==> src/rotate_pkg.sv <==
package rotate_pkg;
	localparam int DATA_W = 8;
	localparam logic [7:0] WORK_RESET = 8'h00;
	localparam logic CARRY_RESET = 1'b0;
	localparam int OP_LATENCY = 1;

	typedef enum logic [2:0]
	{
		OP_LEFT_TO_WORK      = 3'h0,
		OP_LEFT_CARRY        = 3'h1,
		OP_LEFT_CARRY_WORK   = 3'h2,
		OP_RIGHT_IN_PLACE    = 3'h3,
		OP_RIGHT_TO_WORK     = 3'h4
	} rot_op_e;
endpackage

==> src/rotate_if.sv <==
`timescale 1ns/1ps
interface rotate_if;
	logic [7:0] operand;
	logic       carryIn;
	logic [2:0] op;
	logic [7:0] result;
	logic       carryOut;
	logic       toWork;
	logic       carryUpdate;

	modport core
	(
		input  operand, carryIn, op,
		output result, carryOut, toWork, carryUpdate
	);
	modport ctrl
	(
		output operand, carryIn, op,
		input  result, carryOut, toWork, carryUpdate
	);
endinterface

==> src/rotate_core.sv <==
`timescale 1ns/1ps
module rotate_core
(
	rotate_if.core rif
);
	always_comb
	begin
		rif.result = rif.operand;
		rif.carryOut = rif.carryIn;
		rif.toWork = 1'b0;
		rif.carryUpdate = 1'b0;
		case (rif.op)
			rotate_pkg::OP_LEFT_TO_WORK:
			begin
				rif.result = {rif.operand[6:0], rif.operand[7]};
				rif.toWork = 1'b1;
			end
			rotate_pkg::OP_LEFT_CARRY:
			begin
				rif.result = {rif.operand[6:0], rif.carryIn};
				rif.carryOut = rif.operand[7];
				rif.carryUpdate = 1'b1;
			end
			rotate_pkg::OP_LEFT_CARRY_WORK:
			begin
				rif.result = {rif.operand[6:0], rif.carryIn};
				rif.carryOut = rif.operand[7];
				rif.carryUpdate = 1'b1;
				rif.toWork = 1'b1;
			end
			rotate_pkg::OP_RIGHT_IN_PLACE:
				rif.result = {rif.operand[0], rif.operand[7:1]};
			rotate_pkg::OP_RIGHT_TO_WORK:
			begin
				rif.result = {rif.operand[0], rif.operand[7:1]};
				rif.toWork = 1'b1;
			end
			default:
				rif.result = rif.operand;
		endcase
	end
endmodule

==> src/bit_rotate_unit.sv <==
`timescale 1ns/1ps
module bit_rotate_unit
(
	// clock and reset
	input  wire logic       sys_clk,
	input  wire logic       rst_n,
	// decoder
	input  wire logic       opValid,
	input  wire logic [2:0] opCode,
	// data memory read
	input  wire logic [7:0] memReadData,
	// data memory write
	output logic            memWrite,
	output logic      [7:0] memWriteData,
	// architectural state
	output logic      [7:0] workReg,
	output logic            carryFlag,
	output logic            opDone
);
	rotate_if rif ();
	rotate_core u_core (.rif(rif));

	logic [7:0] work_reg;
	logic       carry_reg;
	logic       memWrite_reg;
	logic [7:0] memData_reg;
	logic       done_reg;
	logic       known;

	// codes 5 to 7 are ignored: no state may move
	function automatic logic known_op(input logic [2:0] code);
		known_op = code <= 3'h4;
	endfunction

	// codes whose result goes back to the memory byte
	function automatic logic is_mem_op(input logic [2:0] code);
		is_mem_op = code == rotate_pkg::OP_LEFT_CARRY
			|| code == rotate_pkg::OP_RIGHT_IN_PLACE;
	endfunction

	assign rif.operand = memReadData;
	assign rif.carryIn = carry_reg;
	assign rif.op = opCode;
	assign known = known_op(opCode);

	// destination write, one cycle per op
	always_ff @(posedge sys_clk or negedge rst_n)
	begin
		if (!rst_n)
			work_reg <= rotate_pkg::WORK_RESET;
		else if (opValid && known && rif.toWork)
			work_reg <= rif.result;
	end

	always_ff @(posedge sys_clk or negedge rst_n)
	begin
		if (!rst_n)
			carry_reg <= rotate_pkg::CARRY_RESET;
		else if (opValid && known && rif.carryUpdate)
			carry_reg <= rif.carryOut;
	end

	always_ff @(posedge sys_clk or negedge rst_n)
	begin
		if (!rst_n)
		begin
			memWrite_reg <= 1'b0;
			memData_reg <= 8'h00;
			done_reg <= 1'b0;
		end
		else
		begin
			memWrite_reg <= opValid && known && !rif.toWork;
			if (opValid && known && !rif.toWork)
				memData_reg <= rif.result;
			done_reg <= opValid && known;
		end
	end

	assign workReg = work_reg;
	assign carryFlag = carry_reg;
	assign memWrite = memWrite_reg;
	assign memWriteData = memData_reg;
	assign opDone = done_reg;

	// rotate left forms
	a_left_work: assert property (
		@(posedge sys_clk) disable iff (!rst_n)
		opValid && opCode == rotate_pkg::OP_LEFT_TO_WORK
		|=> workReg == {$past(memReadData[6:0]), $past(memReadData[7])}
	)
		else $error("left to work wrong");

	a_left_quiet: assert property (
		@(posedge sys_clk) disable iff (!rst_n)
		opValid && opCode == rotate_pkg::OP_LEFT_TO_WORK
		|=> !memWrite && $stable(carryFlag)
	)
		else $error("left to work touched memory or carry");

	a_left_carry_mem: assert property (
		@(posedge sys_clk) disable iff (!rst_n)
		opValid && opCode == rotate_pkg::OP_LEFT_CARRY
		|=> memWrite
		&& memWriteData == {$past(memReadData[6:0]), $past(carryFlag)}
	)
		else $error("left via carry memory result wrong");

	a_left_carry_flag: assert property (
		@(posedge sys_clk) disable iff (!rst_n)
		opValid && opCode == rotate_pkg::OP_LEFT_CARRY
		|=> carryFlag == $past(memReadData[7])
		&& $stable(workReg)
	)
		else $error("left via carry flag wrong");

	a_lcw_result: assert property (
		@(posedge sys_clk) disable iff (!rst_n)
		opValid && opCode == rotate_pkg::OP_LEFT_CARRY_WORK
		|=> !memWrite
		&& workReg == {$past(memReadData[6:0]), $past(carryFlag)}
	)
		else $error("left via carry to work wrong");

	a_lcw_carry: assert property (
		@(posedge sys_clk) disable iff (!rst_n)
		opValid && opCode == rotate_pkg::OP_LEFT_CARRY_WORK
		|=> carryFlag == $past(memReadData[7])
	)
		else $error("carry not from bit 7");

	// rotate right forms
	a_right_mem: assert property (
		@(posedge sys_clk) disable iff (!rst_n)
		opValid && opCode == rotate_pkg::OP_RIGHT_IN_PLACE
		|=> memWrite
		&& memWriteData == {$past(memReadData[0]), $past(memReadData[7:1])}
	)
		else $error("right in place wrong");

	a_right_quiet: assert property (
		@(posedge sys_clk) disable iff (!rst_n)
		opValid && opCode == rotate_pkg::OP_RIGHT_IN_PLACE
		|=> $stable(carryFlag)
		&& $stable(workReg)
	)
		else $error("right in place touched carry or work");

	a_right_dest: assert property (
		@(posedge sys_clk) disable iff (!rst_n)
		opValid && opCode == rotate_pkg::OP_RIGHT_TO_WORK
		|=> !memWrite && $stable(carryFlag)
	)
		else $error("right to work destination wrong");

	a_right_work: assert property (
		@(posedge sys_clk) disable iff (!rst_n)
		opValid && opCode == rotate_pkg::OP_RIGHT_TO_WORK
		|=> workReg
		== {$past(memReadData[0]), $past(memReadData[7:1])}
	)
		else $error("right to work value wrong");

	// timing, idle cycles and ignored codes
	a_one_cycle: assert property (
		@(posedge sys_clk) disable iff (!rst_n)
		opValid && known_op(opCode)
		|=> opDone
		&& memWrite == is_mem_op($past(opCode))
	)
		else $error("op not done in one cycle");

	a_no_op_idle: assert property (
		@(posedge sys_clk) disable iff (!rst_n)
		!opValid
		|=> !memWrite
		&& !opDone
		&& $stable(carryFlag)
		&& $stable(workReg)
	)
		else $error("state changed without op");

	a_refused_hold: assert property (
		@(posedge sys_clk) disable iff (!rst_n)
		opValid && !known_op(opCode)
		|=> !memWrite
		&& !opDone
		&& $stable(carryFlag)
		&& $stable(workReg)
	)
		else $error("ignored code changed state");

	a_mem_data_hold: assert property (
		@(posedge sys_clk) disable iff (!rst_n)
		!(opValid && is_mem_op(opCode))
		|=> $stable(memWriteData)
	)
		else $error("memory data moved without memory op");

	// main scenarios
	c_left_carry: cover property (
		@(posedge sys_clk) disable iff (!rst_n)
		opValid && opCode == rotate_pkg::OP_LEFT_CARRY
		&& memReadData[7]);

	c_right_work: cover property (
		@(posedge sys_clk) disable iff (!rst_n)
		opValid
		&& opCode == rotate_pkg::OP_RIGHT_TO_WORK);

	c_back_to_back: cover property (
		@(posedge sys_clk) disable iff (!rst_n)
		opValid
		##1 opValid);

	c_refused: cover property (
		@(posedge sys_clk) disable iff (!rst_n)
		opValid
		&& !known_op(opCode));

	c_carry_chain: cover property (
		@(posedge sys_clk) disable iff (!rst_n)
		opValid && opCode == rotate_pkg::OP_LEFT_CARRY
		##2 opValid && opCode == rotate_pkg::OP_LEFT_CARRY);
endmodule

==> config.mk <==
export PLATFORM = sky130hd
export DESIGN_NAME = bit_rotate_unit
export DESIGN_NICKNAME = d
export VERILOG_FILES = /design/src/rotate_pkg.sv /design/src/rotate_if.sv /design/src/rotate_core.sv /design/src/bit_rotate_unit.sv
export SDC_FILE = /design/constraint.sdc
export NUM_CORES = 1
export LEC_CHECK = 0
export BUFFER_PORTS_ARGS = -buffer_cell sky130_fd_sc_hd__buf_2
export CAP_MARGIN = 20
export CORE_ASPECT_RATIO = 0.75
export CORE_MARGIN = 2
export CORE_UTILIZATION = 51
export DETAILED_ROUTE_END_ITERATION = 12
export GPL_TIMING_DRIVEN = 0
export PLACE_DENSITY = 0.89
export SYNTH_ARGS = -nofsm -noshare
export SYNTH_HDL_FRONTEND = slang
export SYNTH_SLANG_ARGS = --single-unit
export TNS_END_PERCENT = 100
==> constraint.sdc <==
create_clock -name sys_clk -period 1.2 [get_ports sys_clk]
set_input_delay 0 -clock sys_clk [delete_from_list [all_inputs] [get_ports sys_clk]]
set_output_delay 0 -clock sys_clk [all_outputs]
set_load 0.03 [all_outputs]
Word level (Yosys, flattened, before mapping)
Index checks and enable logic that the tools add are counted.
{"block": "op_classes", "n_addsub": 0, "n_mul": 0, "div": 0, "magnitude_cmp": 1, "n_eq_ne": 4, "shifts": 0, "mux": 3, "n_bitwise": 0, "n_reduce_logical": 10}
{"operator": "8-bit one-hot mux with 3 select lines", "n": 1}
{"operator": "3-bit by 2-bit equality test with 1-bit output, second input constant", "n": 2}
{"operator": "1-bit logical AND", "n": 4}
{"operator": "2-bit OR reduction", "n": 2}
{"operator": "3-bit by 1-bit equality test with 1-bit output, second input constant", "n": 1}
{"operator": "3-bit equality test, second input constant", "n": 1}
{"operator": "3-bit <= comparator, second input constant", "n": 1}
{"operator": "3-bit logical NOT", "n": 1}
{"operator": "3-bit OR reduction", "n": 1}
{"operator": "1-bit two-way mux", "n": 2}
{"operator": "2-bit AND reduction", "n": 1}
{"operator": "1-bit logical NOT", "n": 1}
{"block": "totals", "regBits": 19, "latch_bits": 0, "ramBits": 0, "rom_bits": 0, "in_bits": 14, "output_inout_bits": 19, "word_cells": 23, "n_memories": 0}

Logic depth before layout (Yosys ltp)
{"block": "depth", "depth_word": 5, "mapped_depth": 6}

Hierarchy
From an unflattened synthesis, not the netlist that was laid out.
{"block": "hier_totals", "hier_cells": 109, "hier_area_um2": 1169.9}
{"module": "bit_rotate_unit", "n_inst": 1, "cells_per_inst": 43, "area_each_um2": 725.7}
{"module": "rotate_core", "n_inst": 1, "cells_per_inst": 66, "area_each_um2": 444.2}

Worst setup path after synthesis
OpenSTA, ideal clock, no wires.
{"block": "synth_path", "path_type": "register -> register", "startpoint": "register carry_reg, in the netlist carryFlag", "endpoint": "register work_reg[0], in the netlist workReg[0]", "setup_ps": 126, "t_arrival_ps": 947, "path_slack_ps": 127, "path_stages_with_launch": 4, "n_path_buf": 0, "period_less_slack_ps": 1073, "path_cell_list": "dfrtp_1 -> mux2i_1 -> nor3_1 -> a221o_1"}
{"block": "synth_via", "elab_chain_len": 1}
{"item": "start, declared", "line_no": "bit_rotate_unit.sv:24", "source": "logic carry_reg;"}
{"item": "start signal, assigned", "line_no": "bit_rotate_unit.sv:58", "source": "carry_reg <= rotate_pkg::CARRY_RESET;"}
{"item": "start signal, assigned", "line_no": "bit_rotate_unit.sv:60", "source": "carry_reg <= rif.carryOut;"}
{"item": "8-bit one-hot mux with 3 select lines", "line_no": "rotate_core.sv:12", "source": "case (rif.op)"}
{"item": "end signal, assigned", "line_no": "bit_rotate_unit.sv:50", "source": "work_reg <= rotate_pkg::WORK_RESET;"}
{"item": "end signal, assigned", "line_no": "bit_rotate_unit.sv:52", "source": "work_reg <= rif.result;"}
{"item": "end, declared", "line_no": "bit_rotate_unit.sv:23", "source": "logic [7:0] work_reg;"}
Every way passes these cells.
A chain may end at the register's enable or synchronous reset.

Final worst setup path
{"block": "layout_path", "startpoint": "input opValid", "endpoint": "register work_reg[2], in the netlist workReg[2]"}
{"block": "layout_via", "elab_chain_len": 2}
{"item": "start, declared", "line_no": "bit_rotate_unit.sv:8", "source": "input wire logic opValid,"}
{"item": "1-bit logical AND (2 in series)", "line_no": "bit_rotate_unit.sv:51", "source": "else if (opValid && known && rif.toWork)"}
Every way passes these cells.

==> flow_summary.toml <==
[worst_hold_path]
hold_path.class = "in2reg"

[pwr]
power_density_mw_per_mm2 = 1330
irDropWorstVdd_uv = 595
p_leak_nw = 0.744

[die]
rows = 15
die_h_um = 45.7
core_area_mm2 = 0.00225
dieArea_mm2 = 0.00272
die_w_um = 59.6
initial_utilization_pct = 52.4
io_pins = 33

[sta]
worst_pin_slew_ns = 0.419
rsz0062_at_grt = "no"
min_period_ns = 1.12
relSlewSlack_pct = 72.0
fin_crit_sh_pct = 93.5
finalMaxSlewViolations = 0
finClkSkew_ns = 0.000321
fin_setup_tns_ns = 0
holdWs_ns = 0.0414
fmax_mhz = 891
setup_viol_count_final = 0
finalHoldViolations = 0

[grt]
overflow = 0
grt_first_pass_wirelength_um = 4270
antenna_found_initial = 0
grt_start_max_net_pins = 20
grt_usage_pct = 21.3
grt_pass1_vias = 949

[drt]
drc = 0
first_pass_iters = 4
detail_route.iter0.violations = 13
viasPerCell = 5.73
wl_per_cell_um = 15.2
vias = 992
drtAntennaViolNets = 0
wirelength_um = 2630

[clock_network]
cts_tree = "yes"
clk_latency_ns = 0.30
numCtsBuffers = 3
cts-root-buf = "clkbuf_4"
cts_buffer_depth = 2
clk_pin_slew_ns = 0.10
cts.htree.levels = 1
clock-sinks = 19

[yosys]
synth-seq-cells = 19
seq_area_frac_synth_pct = 40.3
synth_area_leaders = "dfrtp_1 40%, mux2i_1 7.6%, o31ai_2 7.4%"
synth.distinct_cells = 24
synth.top_cell.area_share_pct = 40.3
yosysWarningCount = 0
synth_cells = 111
synth_nets = 125
synth_area_per_cell_um2 = 10.6
synth_top_cell_by_area = "dfrtp_1"
synthesis.area_mm2 = 0.00118

[worst_setup_path]
start_kind = "primary input"
path_max_fanout = 7
cpPeakStageDelay_ns = 0.53
cp_cell_sequence = "dlygate4sd3_1, buf_2, nand2b_1, a21o_1, clkbuf_4, mux2i_1"
cp.required_ns = 1.42
end_kind = "flip-flop"
crit_slowest_cell = "dlygate4sd3_1"
critPathArrivalTime_ns = 1.34
path_class = "in2reg"

[finish]
diodes = 0
drive_gt1_share_pct = 38.5
nFillCells = 184
seqCellArea_um2 = 475
final_nets = 163
layout.cells.non_filler = 173
final_common_cell = "buf_2"
syn_to_final_growth_pct = 20.3
final_cell_mix = "32 x buf_2, 19 x dfrtp_1, 9 x mux2i_1, 9 x nand2_1"
multi_input_area_um2 = 604

[placed_design]
portBuffers = 30
gp_congestion = 0.826
dp.cells = 166
hpwl_um = 1990

[flow_run]
cap_violations = 0

[run_status]
outcome = "complete, no violations"
-- area by class of cell --
| cell class | instances | share of cell area, % |
|---|---|---|
| flip-flops and latches | 19 | 33.5 |
| clock buffers | 4 | 1.85 |
| plain buffers | 9 | 5.19 |
| repair buffers | 33 | 12.7 |
| inverters | 8 | 2.11 |
| multi-input cells | 75 | 42.5 |
| well taps | 25 | 2.20 |
-- kinds of logic (layout without fill, tap and decap cells) --
logic type                count (synthesis)  count (layout)  synth area share, %
AOI/OAI and AO/OA                        19              19                 14.6
xor gates and xnor gates                  1               1                0.742
buffers and inverters                    17              54                 8.58
DFF                                      19              19                 40.3
muxes                                    10              10                 8.58
and+or+nand+nor                          45              45                 27.2
-- synth_stat cells --
master / n
buf_2: 3
nor3_1: 1
nand2b_1: 4
a221o_1: 1
buf_4: 4
buf_6: 1
a211oi_1: 7
or3_4: 7
xnor2_1: 1
a21o_1: 1
dfrtp_1: 19
o21ai_1: 1
mux2i_1: 9
and2_1: 1
buf_8: 1
inv_1: 8
nand2_1: 9
nand3b_4: 1
o21ai_0: 2
and3b_1: 7
o31ai_2: 7
mux2_1: 1
nor2_1: 8
nor4b_1: 7
-- per-stage QoR --
stage                     area [µm²]  util [%]  total power [mW]  setup slack (ns)
after floorplan                 1180         -              1.34             0.127
after global placement          1360      60.5              1.54             0.108
after detailed placement        1360      60.5              1.57            0.0357
after CTS                       1410      62.6              1.89            0.0533
after global routing            1420      63.1              1.98            0.0289
final                           1420      63.1              1.89            0.0782
-- worst paths after layout --
path                                 start              end  slack, ns  cells after the start
max                                opValid       workReg[2]       0.08                      6
min                         memReadData[0]  memWriteData[7]       0.04                      3
max reg2reg                     workReg[0]       workReg[0]       0.18                      3
min reg2reg                memWriteData[7]  memWriteData[7]       0.49                      2
max in group asynchronous            rst_n  memWriteData[7]       0.75                      2
min in group asynchronous            rst_n       workReg[7]       0.15                      2
-- per-layer routing --
| layer | track usage (%) | part of all wire (%) | vias up |
|---|---|---|---|
| met3 | 2.84 | 4.2 | 4 |
| met5 | 0 | 0 | - |
| met4 | 8.44 | 1.2 | 0 |
| met1 | 28.3 | 45 | 490 |
| met2 | 35.6 | 50 | 31 |
| li1 | - | - | 467 |
-- where the power goes --
part | internal [mW] | total (mW) | switching [mW]
Combinational | 0.263 | 0.743 | 0.479
Clock | 0.129 | 0.327 | 0.197
Sequential | 0.756 | 0.818 | 0.0614
Total | 1.15 | 1.89 | 0.738
-- critical path, delay by kind of cell --
family / cells / cell delay, ns
buffers and inverters: 3 / 0.89
muxes: 1 / 0.21
and+or+nand+nor: 1 / 0.12
AOI/OAI and AO/OA: 1 / 0.11
-- repair_timing --
| item | CTS | global route |
|---|---|---|
| setup endpoints to repair | 0 | 2 |
| hold buffers | 2 | 1 |
| gates resized for setup | 0 | 1 |
| setup buffers | 0 | 0 |
| hold endpoints to repair | 20 | 1 |
No activity file was read; power rests on OpenSTA's default activity.
